### src/hdl/mccr_pkg.sv
// package for the conversion configuration register bank
// assumes a single 200 MHz clock and 8-bit register data
package mccr_pkg;
	localparam logic [7:0] MCCR_ADDR_CONV_CTRL = 8'h19;  // conversion_control
	localparam logic [7:0] MCCR_ADDR_OUT_CTRL  = 8'h1a;  // converter_output_control
	localparam logic [7:0] MCCR_RESET_VALUE    = 8'h00;  // every bit cleared at power-up
	// conversion_control fields
	localparam int MCCR_SEL_LSB     = 0;  // single channel select, 3 bits
	localparam int MCCR_MODE_BIT    = 4;  // 1 = single channel
	localparam int MCCR_AVGDIS_BIT  = 5;  // 1 = no averaging
	localparam int MCCR_TMO_BIT     = 6;  // 1 = bus timeout enabled
	localparam int MCCR_SWRST_BIT   = 7;  // software reset
	localparam logic [7:0] MCCR_CONV_WMASK = 8'h77;  // reserved 3 and self-clearing 7 masked
	// converter_output_control fields
	localparam int MCCR_FAST_BIT    = 0;  // fast adc clock
	localparam int MCCR_RES10_BIT   = 1;  // 10-bit thermal output
	localparam int MCCR_LOADSRC_BIT = 3;  // 1 = registers drive dac load
	localparam int MCCR_VREFDD_BIT  = 4;  // 1 = supply as adc reference
	localparam int MCCR_TRACKA_BIT  = 5;  // dac a follows internal temp
	localparam int MCCR_TRACKB_BIT  = 6;  // dac b follows external temp
	localparam logic [7:0] MCCR_OUT_WMASK = 8'h7b;  // reserved 2 and 7 masked
	// first control register pin-function bits used here
	localparam int MCCR_CC1_START_BIT  = 0;  // monitoring start
	localparam int MCCR_CC1_PIN78_LSB  = 1;  // 2-bit pin 7/8 function
	localparam int MCCR_CC1_PIN9_BIT   = 3;  // 1 = pin 9 is the third converter input
	localparam logic [1:0] MCCR_PIN78_EXT_SENSOR = 2'b10;  // external sensor on pins 7/8
	// channel codes
	localparam logic [2:0] MCCR_CH_SUPPLY = 3'h0;
	localparam logic [2:0] MCCR_CH_INT    = 3'h1;
	localparam logic [2:0] MCCR_CH_EXT1   = 3'h2;
	localparam logic [2:0] MCCR_CH_INPUT_TWO   = 3'h3;
	localparam logic [2:0] MCCR_CH_INPUT_THREE = 3'h4;
	localparam logic [2:0] MCCR_CH_INPUT_FOUR  = 3'h5;
	// resolved source one-hot index
	localparam int MCCR_SRC_W = 7;  // supply, internal, external, inputs one to four
	// averaging and clock figures
	localparam int MCCR_AVG_COUNT = 16;
	localparam real MCCR_CLK_HZ      = 200.0e6;
	localparam real MCCR_SLOW_HZ     = 1.4e3;
	localparam real MCCR_FAST_HZ     = 22.5e3;
	localparam real MCCR_TIMEOUT_MS  = 25.0;
	localparam int MCCR_SLOW_DIV = int'(MCCR_CLK_HZ / MCCR_SLOW_HZ);  // ~142857
	localparam int MCCR_FAST_DIV = int'(MCCR_CLK_HZ / MCCR_FAST_HZ);  // ~8889
	// longest time rounds down
	localparam int MCCR_TIMEOUT_CYC = $rtoi(MCCR_TIMEOUT_MS * 1.0e-3 * MCCR_CLK_HZ);
	typedef enum logic [2:0]
	{
		MCCR_ST_IDLE = 3'b001,  // monitoring stopped
		MCCR_ST_RR   = 3'b010,  // round robin
		MCCR_ST_ONE  = 3'b100   // single channel
	} mccr_state_t;
endpackage

### src/hdl/mccr_regs.sv
// conversion configuration register bank: two 8-bit registers plus their control outputs
// assumes a simple synchronous register port from the serial interface and one clock
// Operation
// - select code picks single conversion source
// - code 010 follows pin 7/8 function
// - mode bit: round robin or single
// - averaging 16 times unless disabled
// - timeout releases data after 25 ms
// - software reset restores all defaults
// - speed bit picks 1.4k or 22.5k
// - resolution bit picks 8 or 10
// - load source: pin or registers
// - reference bit: internal or supply
// - dac a tracks internal temperature
// - dac b tracks external temperature
// - both registers reset to zero
// - load source ignored while pin is input
// - no conversion before monitoring start
module mccr_regs
	import mccr_pkg::*;
#(
	parameter int TIMEOUT_CYC = MCCR_TIMEOUT_CYC,
	parameter int SLOW_DIV    = MCCR_SLOW_DIV,
	parameter int FAST_DIV    = MCCR_FAST_DIV,
	parameter int AVG_COUNT   = MCCR_AVG_COUNT
)
(
	input  wire logic       clk,
	input  wire logic       reset,
	input  wire logic [7:0] reg_addr,          // register address
	input  wire logic       reg_write,         // write strobe
	input  wire logic [7:0] reg_wdata,         // write data
	output logic      [7:0] reg_rdata,         // read data of reg_addr
	input  wire logic [7:0] first_control,     // first control register value
	input  wire logic       serial_clock_low,  // serial clock held low
	input  wire logic       in_transaction,    // serial transfer in progress
	output logic            bus_abort,         // pulse: abandon and release data
	output logic            soft_reset,        // pulse: reset rest of device
	output logic            conv_tick,         // pulse: start one conversion
	output logic [6:0]      conv_source,       // one-hot resolved source
	output logic            single_mode,       // 1 = single channel cycle
	output logic [4:0]      avg_count,         // results per measurement
	output logic            fast_adc,          // fast clock, diode filter bypass
	output logic            thermal_10bit,     // thermal output resolution
	output logic            load_from_regs,    // registers update dacs
	output logic            load_from_pin,     // dac_load_strobe updates dacs
	output logic            adc_ref_supply,    // supply as adc reference
	output logic            dac_a_track,       // dac a follows internal temp
	output logic            dac_b_track        // dac b follows external temp
);
	////////////////////////////////////////////////////////////////////////
	// registers
	logic [7:0]  conversion_control;
	logic [7:0]  converter_output_control;
	logic [7:0]  next_conversion_control;
	logic [7:0]  next_converter_output_control;
	logic        next_soft_reset;
	logic        sw_reset_hit;  // write of 1 to the reset bit

	// next register values
	always_comb
	begin
		next_conversion_control       = conversion_control;
		next_converter_output_control = converter_output_control;
		sw_reset_hit = reg_write && reg_addr == MCCR_ADDR_CONV_CTRL
			&& reg_wdata[MCCR_SWRST_BIT];
		next_soft_reset = sw_reset_hit;
		if (sw_reset_hit)  // reset wins over the rest of the write
		begin
			next_conversion_control       = MCCR_RESET_VALUE;
			next_converter_output_control = MCCR_RESET_VALUE;
		end
		else if (reg_write && reg_addr == MCCR_ADDR_CONV_CTRL)
		begin
			// reserved bits kept zero whatever the host writes
			next_conversion_control = reg_wdata & MCCR_CONV_WMASK;
		end
		else if (reg_write && reg_addr == MCCR_ADDR_OUT_CTRL)
		begin
			next_converter_output_control = reg_wdata & MCCR_OUT_WMASK;
		end
	end

	// register stage
	// soft_reset comes from a flop so the rest of the device sees a clean pulse
	always_ff @(posedge clk or posedge reset)
	begin
		if (reset)
		begin
			conversion_control       <= MCCR_RESET_VALUE;
			converter_output_control <= MCCR_RESET_VALUE;
			soft_reset               <= 1'b0;
		end
		else
		begin
			conversion_control       <= next_conversion_control;
			converter_output_control <= next_converter_output_control;
			soft_reset               <= next_soft_reset;
		end
	end

	// read decode, other addresses answer zero
	// combinational, so a read sees a write taken on the edge before
	always_comb
	begin
		if (reg_addr == MCCR_ADDR_CONV_CTRL)
		begin
			reg_rdata = conversion_control;
		end
		else if (reg_addr == MCCR_ADDR_OUT_CTRL)
		begin
			reg_rdata = converter_output_control;
		end
		else
		begin
			reg_rdata = 8'h00;
		end
	end

	////////////////////////////////////////////////////////////////////////
	// field decode
	logic [2:0] sel;       // single channel code
	logic       pin9_ain;  // pin 9 used as converter input
	logic       monitor;   // monitoring started
	assign sel            = conversion_control[MCCR_SEL_LSB +: 3];
	assign pin9_ain       = first_control[MCCR_CC1_PIN9_BIT];
	assign monitor        = first_control[MCCR_CC1_START_BIT];
	assign single_mode    = conversion_control[MCCR_MODE_BIT];
	assign fast_adc       = converter_output_control[MCCR_FAST_BIT];
	// resolution only honoured when written; 8-bit-only variant tied off outside
	assign thermal_10bit  = converter_output_control[MCCR_RES10_BIT];
	// pin 9 as converter input masks the load source bit
	// both load selects low then, so the dac side holds its outputs
	assign load_from_regs = converter_output_control[MCCR_LOADSRC_BIT] && !pin9_ain;
	assign load_from_pin  = !converter_output_control[MCCR_LOADSRC_BIT] && !pin9_ain;
	assign adc_ref_supply = converter_output_control[MCCR_VREFDD_BIT];
	assign dac_a_track    = converter_output_control[MCCR_TRACKA_BIT];
	assign dac_b_track    = converter_output_control[MCCR_TRACKB_BIT];
	// averaging off gives single conversions
	assign avg_count = conversion_control[MCCR_AVGDIS_BIT] ? 5'h01 : 5'(AVG_COUNT);

	// source resolution, bit 0 supply, 1 internal, 2 external sensor,
	// bits 3 to 6 inputs one to four; the shared code looks at the pin
	// function so software need not know which sensor is fitted
	always_comb
	begin
		conv_source = 7'h00;
		case (sel)
			MCCR_CH_SUPPLY: conv_source[0] = 1'b1;
			MCCR_CH_INT:    conv_source[1] = 1'b1;
			MCCR_CH_EXT1:  // external sensor or first input
			begin
				if (first_control[MCCR_CC1_PIN78_LSB +: 2] == MCCR_PIN78_EXT_SENSOR)
					conv_source[2] = 1'b1;
				else
					conv_source[3] = 1'b1;
			end
			MCCR_CH_INPUT_TWO:   conv_source[4] = 1'b1;
			MCCR_CH_INPUT_THREE: conv_source[5] = 1'b1;
			MCCR_CH_INPUT_FOUR:  conv_source[6] = 1'b1;
			default:        conv_source = 7'h00;  // reserved codes convert nothing
		endcase
	end

	////////////////////////////////////////////////////////////////////////
	// conversion sequencing state
	mccr_state_t state;
	mccr_state_t next_state;

	// next state: idle until monitoring starts, then follow the mode bit
	always_comb
	begin
		next_state = state;
		case (state)
			MCCR_ST_IDLE:
			begin
				// powers up in round robin but waits for the start bit
				if (monitor)
				begin
					next_state = single_mode ? MCCR_ST_ONE : MCCR_ST_RR;
				end
			end
			MCCR_ST_RR:
			begin
				if (!monitor)
				begin
					next_state = MCCR_ST_IDLE;  // stop request
				end
				else if (single_mode)
				begin
					next_state = MCCR_ST_ONE;
				end
			end
			MCCR_ST_ONE:
			begin
				if (!monitor)
				begin
					next_state = MCCR_ST_IDLE;  // stop request
				end
				else if (!single_mode)
				begin
					next_state = MCCR_ST_RR;
				end
			end
			default:
			begin
				next_state = MCCR_ST_IDLE;  // stray code recovers to idle
			end
		endcase
	end

	// state register; a mode change mid-run takes one cycle
	always_ff @(posedge clk or posedge reset)
	begin
		if (reset)
		begin
			state <= MCCR_ST_IDLE;
		end
		else
		begin
			state <= next_state;
		end
	end

	// conversion clock; idle keeps it silent
	// the divider restarts from zero on every start, so the first tick
	// comes one full period after the state leaves idle
	mccr_tick_div #(
		.SLOW_DIV (SLOW_DIV),
		.FAST_DIV (FAST_DIV)
	) mccr_tick_div_inst (
		.clk   (clk),
		.reset (reset),
		.run   (state != MCCR_ST_IDLE && monitor),
		.fast  (fast_adc),
		.tick  (conv_tick)
	);

	////////////////////////////////////////////////////////////////////////
	// serial clock timeout
	logic [31:0] low_count;
	logic [31:0] next_low_count;
	logic        next_bus_abort;

	// count clock-low cycles inside a transfer
	// the count restarts after each abort, so a clock stuck low keeps
	// aborting once per period until the host lets it go
	// a clock that rises, or a transfer that ends, clears the count at once
	always_comb
	begin
		next_low_count = 32'h0000_0000;
		next_bus_abort = 1'b0;
		if (conversion_control[MCCR_TMO_BIT] && in_transaction && serial_clock_low)
		begin
			if (low_count >= 32'(TIMEOUT_CYC - 1))
				next_bus_abort = 1'b1;
			else
				next_low_count = low_count + 32'h0000_0001;
		end
	end

	always_ff @(posedge clk or posedge reset)
	begin
		if (reset)
		begin
			low_count <= 32'h0000_0000;
			bus_abort <= 1'b0;
		end
		else
		begin
			low_count <= next_low_count;
			bus_abort <= next_bus_abort;
		end
	end

	////////////////////////////////////////////////////////////////////////
	// checks
	write_masked_a: assert property (@(posedge clk) disable iff (reset)
		(reg_write && reg_addr == MCCR_ADDR_OUT_CTRL) |=> (converter_output_control[7] == 1'b0
		&& converter_output_control[2] == 1'b0))
		else $error("reserved bit stored");
	swreset_clear_a: assert property (@(posedge clk) disable iff (reset)
		(reg_write && reg_addr == MCCR_ADDR_CONV_CTRL && reg_wdata[7])
		|=> (converter_output_control == 8'h00 && conversion_control == 8'h00 && soft_reset))
		else $error("software reset did not clear");
	swreset_reads_a: assert property (@(posedge clk) disable iff (reset)
		conversion_control[MCCR_SWRST_BIT] == 1'b0)
		else $error("reset bit reads one");
	no_start_a: assert property (@(posedge clk) disable iff (reset)
		!monitor |=> !conv_tick [*2])
		else $error("conversion without start");
	ext_select_a: assert property (@(posedge clk) disable iff (reset)
		(sel == MCCR_CH_EXT1) |-> (conv_source[2] ^ conv_source[3]))
		else $error("ext/analog_input_one not resolved");
	reserved_sel_a: assert property (@(posedge clk) disable iff (reset)
		(sel > MCCR_CH_INPUT_FOUR) |-> conv_source == 7'h00)
		else $error("reserved select converts");
	load_mask_a: assert property (@(posedge clk) disable iff (reset)
		pin9_ain |-> !load_from_regs && !load_from_pin)
		else $error("load source not masked");
	avg_value_a: assert property (@(posedge clk) disable iff (reset)
		$rose(conversion_control[MCCR_AVGDIS_BIT]) |-> avg_count == 5'h01)
		else $error("averaging not disabled");
	timeout_off_a: assert property (@(posedge clk) disable iff (reset)
		!conversion_control[MCCR_TMO_BIT] |=> !bus_abort)
		else $error("abort with timeout disabled");
	mode_follow_a: assert property (@(posedge clk) disable iff (reset)
		(monitor && single_mode) [*2] |=> state == MCCR_ST_ONE)
		else $error("single mode not entered");
	cover_single_c: cover property (@(posedge clk) state == MCCR_ST_ONE && conv_tick);
	cover_rr_c:     cover property (@(posedge clk) state == MCCR_ST_RR && conv_tick);
	cover_abort_c:  cover property (@(posedge clk) bus_abort);
	cover_swrst_c:  cover property (@(posedge clk) soft_reset);
	cover_ext_c:    cover property (@(posedge clk) sel == MCCR_CH_EXT1 && conv_source[2]);
endmodule // mccr_regs

### src/hdl/mccr_tick_div.sv
// enable-pulse divider for the adc conversion clock
// assumes the period is picked by a level that may change any time
module mccr_tick_div
	import mccr_pkg::*;
#(
	parameter int SLOW_DIV = MCCR_SLOW_DIV,
	parameter int FAST_DIV = MCCR_FAST_DIV
)
(
	input  wire logic clk,
	input  wire logic reset,
	input  wire logic run,   // counting allowed
	input  wire logic fast,  // pick short period
	output logic      tick   // one-cycle enable
);
	logic [31:0] count;       // cycles since last tick
	logic [31:0] next_count;
	logic        next_tick;
	logic [31:0] limit;       // period minus one

	// next count and tick
	always_comb
	begin
		limit      = fast ? 32'(FAST_DIV - 1) : 32'(SLOW_DIV - 1);
		next_count = count;
		next_tick  = 1'b0;
		if (!run)
		begin
			next_count = 32'h0000_0000;
		end
		else if (count >= limit)  // >= covers a fast switch mid count
		begin
			next_count = 32'h0000_0000;
			next_tick  = 1'b1;
		end
		else
		begin
			next_count = count + 32'h0000_0001;
		end
	end

	// register
	always_ff @(posedge clk or posedge reset)
	begin
		if (reset)
		begin
			count <= 32'h0000_0000;
			tick  <= 1'b0;
		end
		else
		begin
			count <= next_count;
			tick  <= next_tick;
		end
	end
endmodule // mccr_tick_div

### config.mk
export PLATFORM = sky130hd
export DESIGN_NAME = mccr_regs
export DESIGN_NICKNAME = d
export VERILOG_FILES = /design/src/hdl/mccr_pkg.sv /design/src/hdl/mccr_regs.sv /design/src/hdl/mccr_tick_div.sv
export SDC_FILE = /design/constraint.sdc
export NUM_CORES = 1
export LEC_CHECK = 0
export BUFFER_PORTS_ARGS = -buffer_cell sky130_fd_sc_hd__buf_2
export CAP_MARGIN = 20
export CORE_UTILIZATION = 32
export CTS_CLUSTER_SIZE = 24
export DETAILED_ROUTE_END_ITERATION = 10
export PLACE_DENSITY_LB_ADDON = 0.25
export SETUP_SLACK_MARGIN = 0.05
export SYNTH_ARGS = -nofsm -noshare
export SYNTH_HDL_FRONTEND = slang
export SYNTH_SLANG_ARGS = --single-unit
### constraint.sdc
create_clock -name clk -period 6.95 [get_ports clk]
set_input_delay 0.695 -clock clk [delete_from_list [all_inputs] [get_ports clk]]
set_output_delay 0.695 -clock clk [all_outputs]
set_load 0.01 [all_outputs]
# After elaboration in Yosys (flattened, before gate mapping)
# Index checks and enable logic that the tools add are counted.
[word_totals]
wordCells = 75
reg_bits = 86
in_bits = 29
output_inout_bits = 31
[classes]
n_lt_le_gt_ge = 2
reduce_logical = 15
eq_ne = 16
n_mux = 32
addsub = 2
[op_table]
columns = ["cell", "count"]
rows = [
  ["$mux W32", 4],
  ["$add A32 B1 Y32 const B", 2],
  ["$mux W8", 7],
  ["$ge A32 B23 Y1 const B", 1],
  ["$ge A32 B32 Y1", 1],
  ["$mux W18", 1],
  ["$mux W3", 6],
  ["$eq A8 B5 Y1 const B", 2],
  ["$mux W1", 11],
  ["$eq A3 B2 Y1 const B", 3],
  ["$eq A3 B3 Y1 const B", 3],
  ["$pmux W3 S3", 1],
  ["$logic_and A1 B1 Y1", 8],
  ["$eq A3 B1 Y1 const B", 2],
  ["$ne A3 B3 Y1 const B", 2],
  ["$mux W5", 1],
  ["$ne A2 B2 Y1 const B", 2],
  ["$reduce_bool A2 Y1", 2],
  ["$logic_not A3 Y1", 1],
  ["$ne A3 B1 Y1 const B", 1],
  ["$reduce_and A3 Y1", 1],
  ["$eq A2 B2 Y1 const B", 1],
  ["$logic_not A1 Y1", 2],
  ["$mux W2", 1],
  ["$reduce_and A2 Y1", 1],
]

# Logic depth before layout (Yosys ltp)
[depth]
word_depth = 5
mapped_depth = 8

# By module
# Synthesis repeated with hierarchy kept, for this count alone.
[unflattened]
hier_cells = 381
area_unflattened_um2 = 4216.5
[by_module_without_submodules]
columns = ["module", "n_inst", "seq_area_each_um2", "cells_per_inst", "area_each_um2"]
rows = [
  ["mccr_regs", 1, 1227.4, 245, 2568.7],
  ["mccr_tick_div", 1, 825.8, 136, 1647.8],
]

# Worst setup path before layout
# OpenSTA, ideal clock, no wires.
[synth_timing]
path_kind = "flip-flop to flip-flop"
startpoint = "register converter_output_control[0]"
endpoint = "register mccr_tick_div_inst.tick"
path_stages_with_launch = 8
required_time_ns = 6.824
setup_time_ns = 0.126
arrival_ns = 2.130
setup_slack_ns = 4.694
period_less_slack_ns = 2.256
path_cell_list = "dfrtp_1 -> inv_1 -> ha_1 -> a21o_1 -> a211o_1 -> a2111oi_4 -> nor2_1 -> o311a_1"
[synth_via]
elab_chain_len = 4
[synth_lines]
columns = ["element", "line", "rtl"]
rows = [
  ["from (decl)", "mccr_regs.sv:54", "logic [7:0] converter_output_control;"],
  ["from (signal assigned)", "mccr_regs.sv:97", "converter_output_control <= next_converter_output_control;"],
  ["$mux W18", "mccr_tick_div.sv:24", "limit = fast ? 32'(FAST_DIV - 1) : 32'(SLOW_DIV - 1);"],
  ["$ge A32 B32 Y1", "mccr_tick_div.sv:31", "else if (count >= limit)"],
  ["$mux W1", "mccr_tick_div.sv:31", ""],
  ["$mux W1", "mccr_tick_div.sv:27", "if (!run)"],
  ["named net mccr_tick_div_inst.next_tick", "mccr_tick_div.sv:18", "logic next_tick;"],
  ["to (signal assigned)", "mccr_tick_div.sv:53", "tick <= next_tick;"],
  ["to (decl)", "mccr_tick_div.sv:14", "output logic tick"],
]
# The timed path passes the listed nets, and every way through them passes these cells.
# A chain may end at the register's enable or synchronous reset.

# Worst setup path after layout
[layout_timing]
startpoint = "input reg_addr[7]"
endpoint = "output reg_rdata[3]"
[layout_via]
elab_chain_len = 3
[layout_lines]
columns = ["element", "line", "rtl"]
rows = [
  ["from (decl)", "mccr_regs.sv:30", "input wire logic [7:0] reg_addr,"],
  ["$eq A8 B5 Y1", "mccr_regs.sv:110", "else if (reg_addr == MCCR_ADDR_OUT_CTRL)"],
  ["$mux W8", "mccr_regs.sv:110", ""],
  ["$mux W8 *", "mccr_regs.sv:106", "if (reg_addr == MCCR_ADDR_CONV_CTRL)"],
  ["to (decl)", "mccr_regs.sv:33", "output logic [7:0] reg_rdata,"],
]
# Mark *: on every way between the ends. The rest lies on a longest branch, timed or not.

==> qor.csv <==
stage,metric,value,unit
detailed_routing,Initial DRT Pass Iterations,4,
power_and_ir_drop,worst vdd ir,0.1536,mV
critical_path,r2r setup slk,4550,ps
cells_and_area,"most common cell after layout, fill and taps aside",dfrtp_1,
power_and_ir_drop,Comb power frac,0.053,
timing,worst slew pin tran,882.0,ps
grt,Total GRT Usage,0.1193,
timing,setup violators final,0,
synth,Adder-Cell Fraction of Synth Area,0.02982,
timing,Rel. slew slack,0.4119,
cts,CTS tree,done,
critical_path,"most used cell, CP",buf_2,
power_and_ir_drop,clock share of power,0.479,
synth,post-synthesis mux area share,0.01590,
cts,Clock Sinks,82,
critical_path,Buffers & Inverters on Critical Path,2,
die,Horiz. Die Dim,110.6,um
place,IO Port Bufs,51,
critical_path,Crit-path slowest cell,nor4b_1,
cts,total CTS buffers,9,
synth,"EDFF count, synth",0,
synth,compound-gate portion of the synthesized area,0.06163,
cts,cts-stage hold buffer count,0,
die,Die Ht,110.6,um
synth,Synth Cell Area,3776,um2
synth,Async SR Flop Fraction,1.000,
critical_path,Worst Path Required,6250,ps
cells_and_area,most frequent cells in the layout,"dfrtp_1 (81), nor2_1 (75), buf_2 (51), nand2_1 (35), conb_1 (26)",
cts,Root Driver,clkbuf_16,
timing,final hold vios,0,
critical_path,Setup crit start kind,input port,
grt,gr ovfl total,0,
power_and_ir_drop,Leakage,2.115,nW
power_and_ir_drop,switching portion of total power,0.2001,
critical_path,Worst Path Arrival,1710,ps
cells_and_area,Layout fillers,1127,
timing,Achievable Freq,416.3,MHz
cts,Post-CTS Setup Inserts,0,
synth,"Seq/Total Area, Yosys",0.5437,
grt,vias in the first global route,2713,
synth,post-synthesis simple-gate area fraction,0.2253,
die,FP Rows,39,
cts,# H-tree levels,3,
detailed_routing,drt wl/cell,11.15,um
run_status,run status,completed,
cells_and_area,share of cells above drive strength 1,0.1663,
grt,largest net degree at the start of global routing,83,
critical_path,Crit Path Class,input port to output pin,
die,num ports,60,
grt,first-pass GRT wire length,11.94,mm
cells_and_area,# nets final,490,
synth,Yosys warning count,0,
timing,Fin Setup TNS,0,ps
cts,Skew-Pair Late Insertion Delay,330,ps
run,max_cap viols,0,
cells_and_area,# diodes,0,
place,placed cells,583,
detailed_routing,via count,2708,
die,core area,11470,um2
synth,largest family of logic cells by synthesized area,simple AND/OR/NAND/NOR gates,
cts,Clock transition at path regs,60,ps
timing,clk_skew,6.969,ps
min_path,Hold Path Class,input port to async pin,
critical_path,Crit path max-delay family,simple AND/OR/NAND/NOR gates,
power_and_ir_drop,Net Sw Power,216.1,uW
cells_and_area,area grow syn2layout,22.07,%
timing,final period utilization,0.3457,
synth,post-synthesis xor/xnor area fraction,0.08814,
power_and_ir_drop,sequential power share,0.469,
synth,#FFs+latches synth,82,
detailed_routing,Vias per Instance,4.513,
synth,cells after synthesis,375,
die,die area,12240,um2
detailed_routing,Iter 0 DRT Violations,68,
power_and_ir_drop,internal power,864.2,uW
timing,Slew Limit Fails,0,
timing,minimum clock period,2402,ps
place,DP HPWL,4.762,mm
cts,Post-CTS Resized,0,
synth,prevailing post-synth register cell,dfrtp_1,
cts,CTS Buffer Depth,2,
die,Starting Density,0.3293,
place,placer congestion estimate,0.7455,
critical_path,CP cell instances,buf_2 -> nor4b_1 -> and3b_1 -> and3_1 -> buf_2,
detailed_routing,final wirelength,6.690,mm
timing,RSZ-0062 raised after global routing,false,
synth,post-synth cell types,45,
grt,initial antenna violation count,0,
synth,Mapped Avg Cell Area,10.07,um2
cells_and_area,post-route insts no fill,600,
detailed_routing,Antenna Nets Post-Route,0,
critical_path,"critical path fanouts, max",4,
power_and_ir_drop,total power,1.080,mW
critical_path,slowest cell delay on critical path,360,ps
critical_path,Worst Setup End Kind,output pin,
power_and_ir_drop,power density over the cells,234.4,nW/um2
detailed_routing,DR DRC count,0,
[area by class of cell]
| type | count | area (um2) | share of cell area |
|---|---|---|---|
| sequential | 82 | 2053 | 0.4454 |
| tap | 143 | 178.9 | 0.03882 |
| multi-input combinational | 291 | 1690 | 0.3667 |
| inverter | 15 | 57.56 | 0.01249 |
| timing repair buffer | 53 | 290.3 | 0.06297 |
| clock buffer | 12 | 266.5 | 0.05782 |
| clock inverter | 4 | 72.57 | 0.01574 |
[kinds of logic (layout without fill, tap and decap cells)]
kind of cell,after synthesis,count (layout)
flops,82,82
buf+inv,27,84
xor+xnor,38,38
fa+ha+maj,9,9
simple gates,180,180
compound gates,32,32
other cells,1,26
mux,6,6
[state kept, by name, summed over array words and instances, names as in the netlist]
signal,cells
bus_abort,1
conversion_control,6
converter_output_control,6
low_count,32
mccr_tick_div_inst.count,32
mccr_tick_div_inst.tick,1
soft_reset,1
state,3
[tightest hold or removal path, cell delays in order]
cell and delay [ps]:
buf_2 100, clkinv_2 30, buf_4 250
[path summary, 6_finish.rpt]
kind | from | cells past startpoint | endpoint
worst max-delay path | reg_addr[7] | 5 | reg_rdata[3]
worst min-delay path | reset | 3 | low_count[30]$_DFF_PP0_
worst max register to register | converter_output_control[0]$_DFFE_PP0P_ | 7 | mccr_tick_div_inst.tick$_DFF_PP0_
worst min register to register | low_count[0]$_DFF_PP0_ | 1 | low_count[0]$_DFF_PP0_
max in group asynchronous | reset | 4 | state[0]$_DFFE_PP1P_
min in group clk | low_count[0]$_DFF_PP0_ | 1 | low_count[0]$_DFF_PP0_
[synthesized netlist by cell type (all sizes together) (2+ instances only)]
library cell | n | share of area
ha | 9 | 0.030
nand2b | 2 | 0.0033
a21oi | 5 | 0.0066
nor3 | 8 | 0.011
dfrtp | 81 | 0.54
and3b | 2 | 0.0046
clkbuf | 4 | 0.0040
nand4b | 2 | 0.0046
buf | 8 | 0.016
nand3 | 21 | 0.028
inv | 15 | 0.015
mux2i | 6 | 0.016
nor2b | 5 | 0.0083
nor2 | 75 | 0.075
o21ai | 11 | 0.016
xor2 | 25 | 0.058
a211oi | 2 | 0.0040
nand4 | 9 | 0.015
a211o | 2 | 0.0046
and3 | 4 | 0.0066
xnor2 | 13 | 0.030
nor4 | 5 | 0.0099
nand2 | 35 | 0.035
and4 | 3 | 0.0070
a22oi | 5 | 0.0099
nor3b | 4 | 0.0080
[metrics by stage]
| stage | hold WS [ps] | utilization | setup WS, ps | cell area, um2 |
|---|---|---|---|---|
| after floorplan | 454.9 | - | 4148 | 3870 |
| after global placement | 477.4 | 0.3700 | 4442 | 4243 |
| after detailed placement | 483.2 | 0.3700 | 4400 | 4243 |
| after CTS | 492.3 | 0.3996 | 4514 | 4582 |
| after global routing | 398.7 | 0.4020 | 4282 | 4609 |
| final | 374.8 | 0.4020 | 4548 | 4609 |
[power by group through the flow]
stage	clock, mW	combinational (mW)	sequential [mW]
after floorplan	0	0.0366	0.515
after global placement	0	0.0555	0.514
after detailed placement	0	0.0562	0.515
after CTS	0.537	0.0562	0.506
after global routing	0.553	0.0641	0.508
final	0.517	0.0569	0.506
[routing by layer]
| metal | GRT usage | vias to the layer above | share of wire |
|---|---|---|---|
| li1 | - | 1395 | - |
| met5 | 0 | - | 0 |
| met1 | 0.1500 | 1267 | 0.48 |
| met3 | 0.03403 | 11 | 0.033 |
| met4 | 0.04889 | 0 | 0.018 |
| met2 | 0.1925 | 35 | 0.47 |
Power figures use the tool's default switching activity.
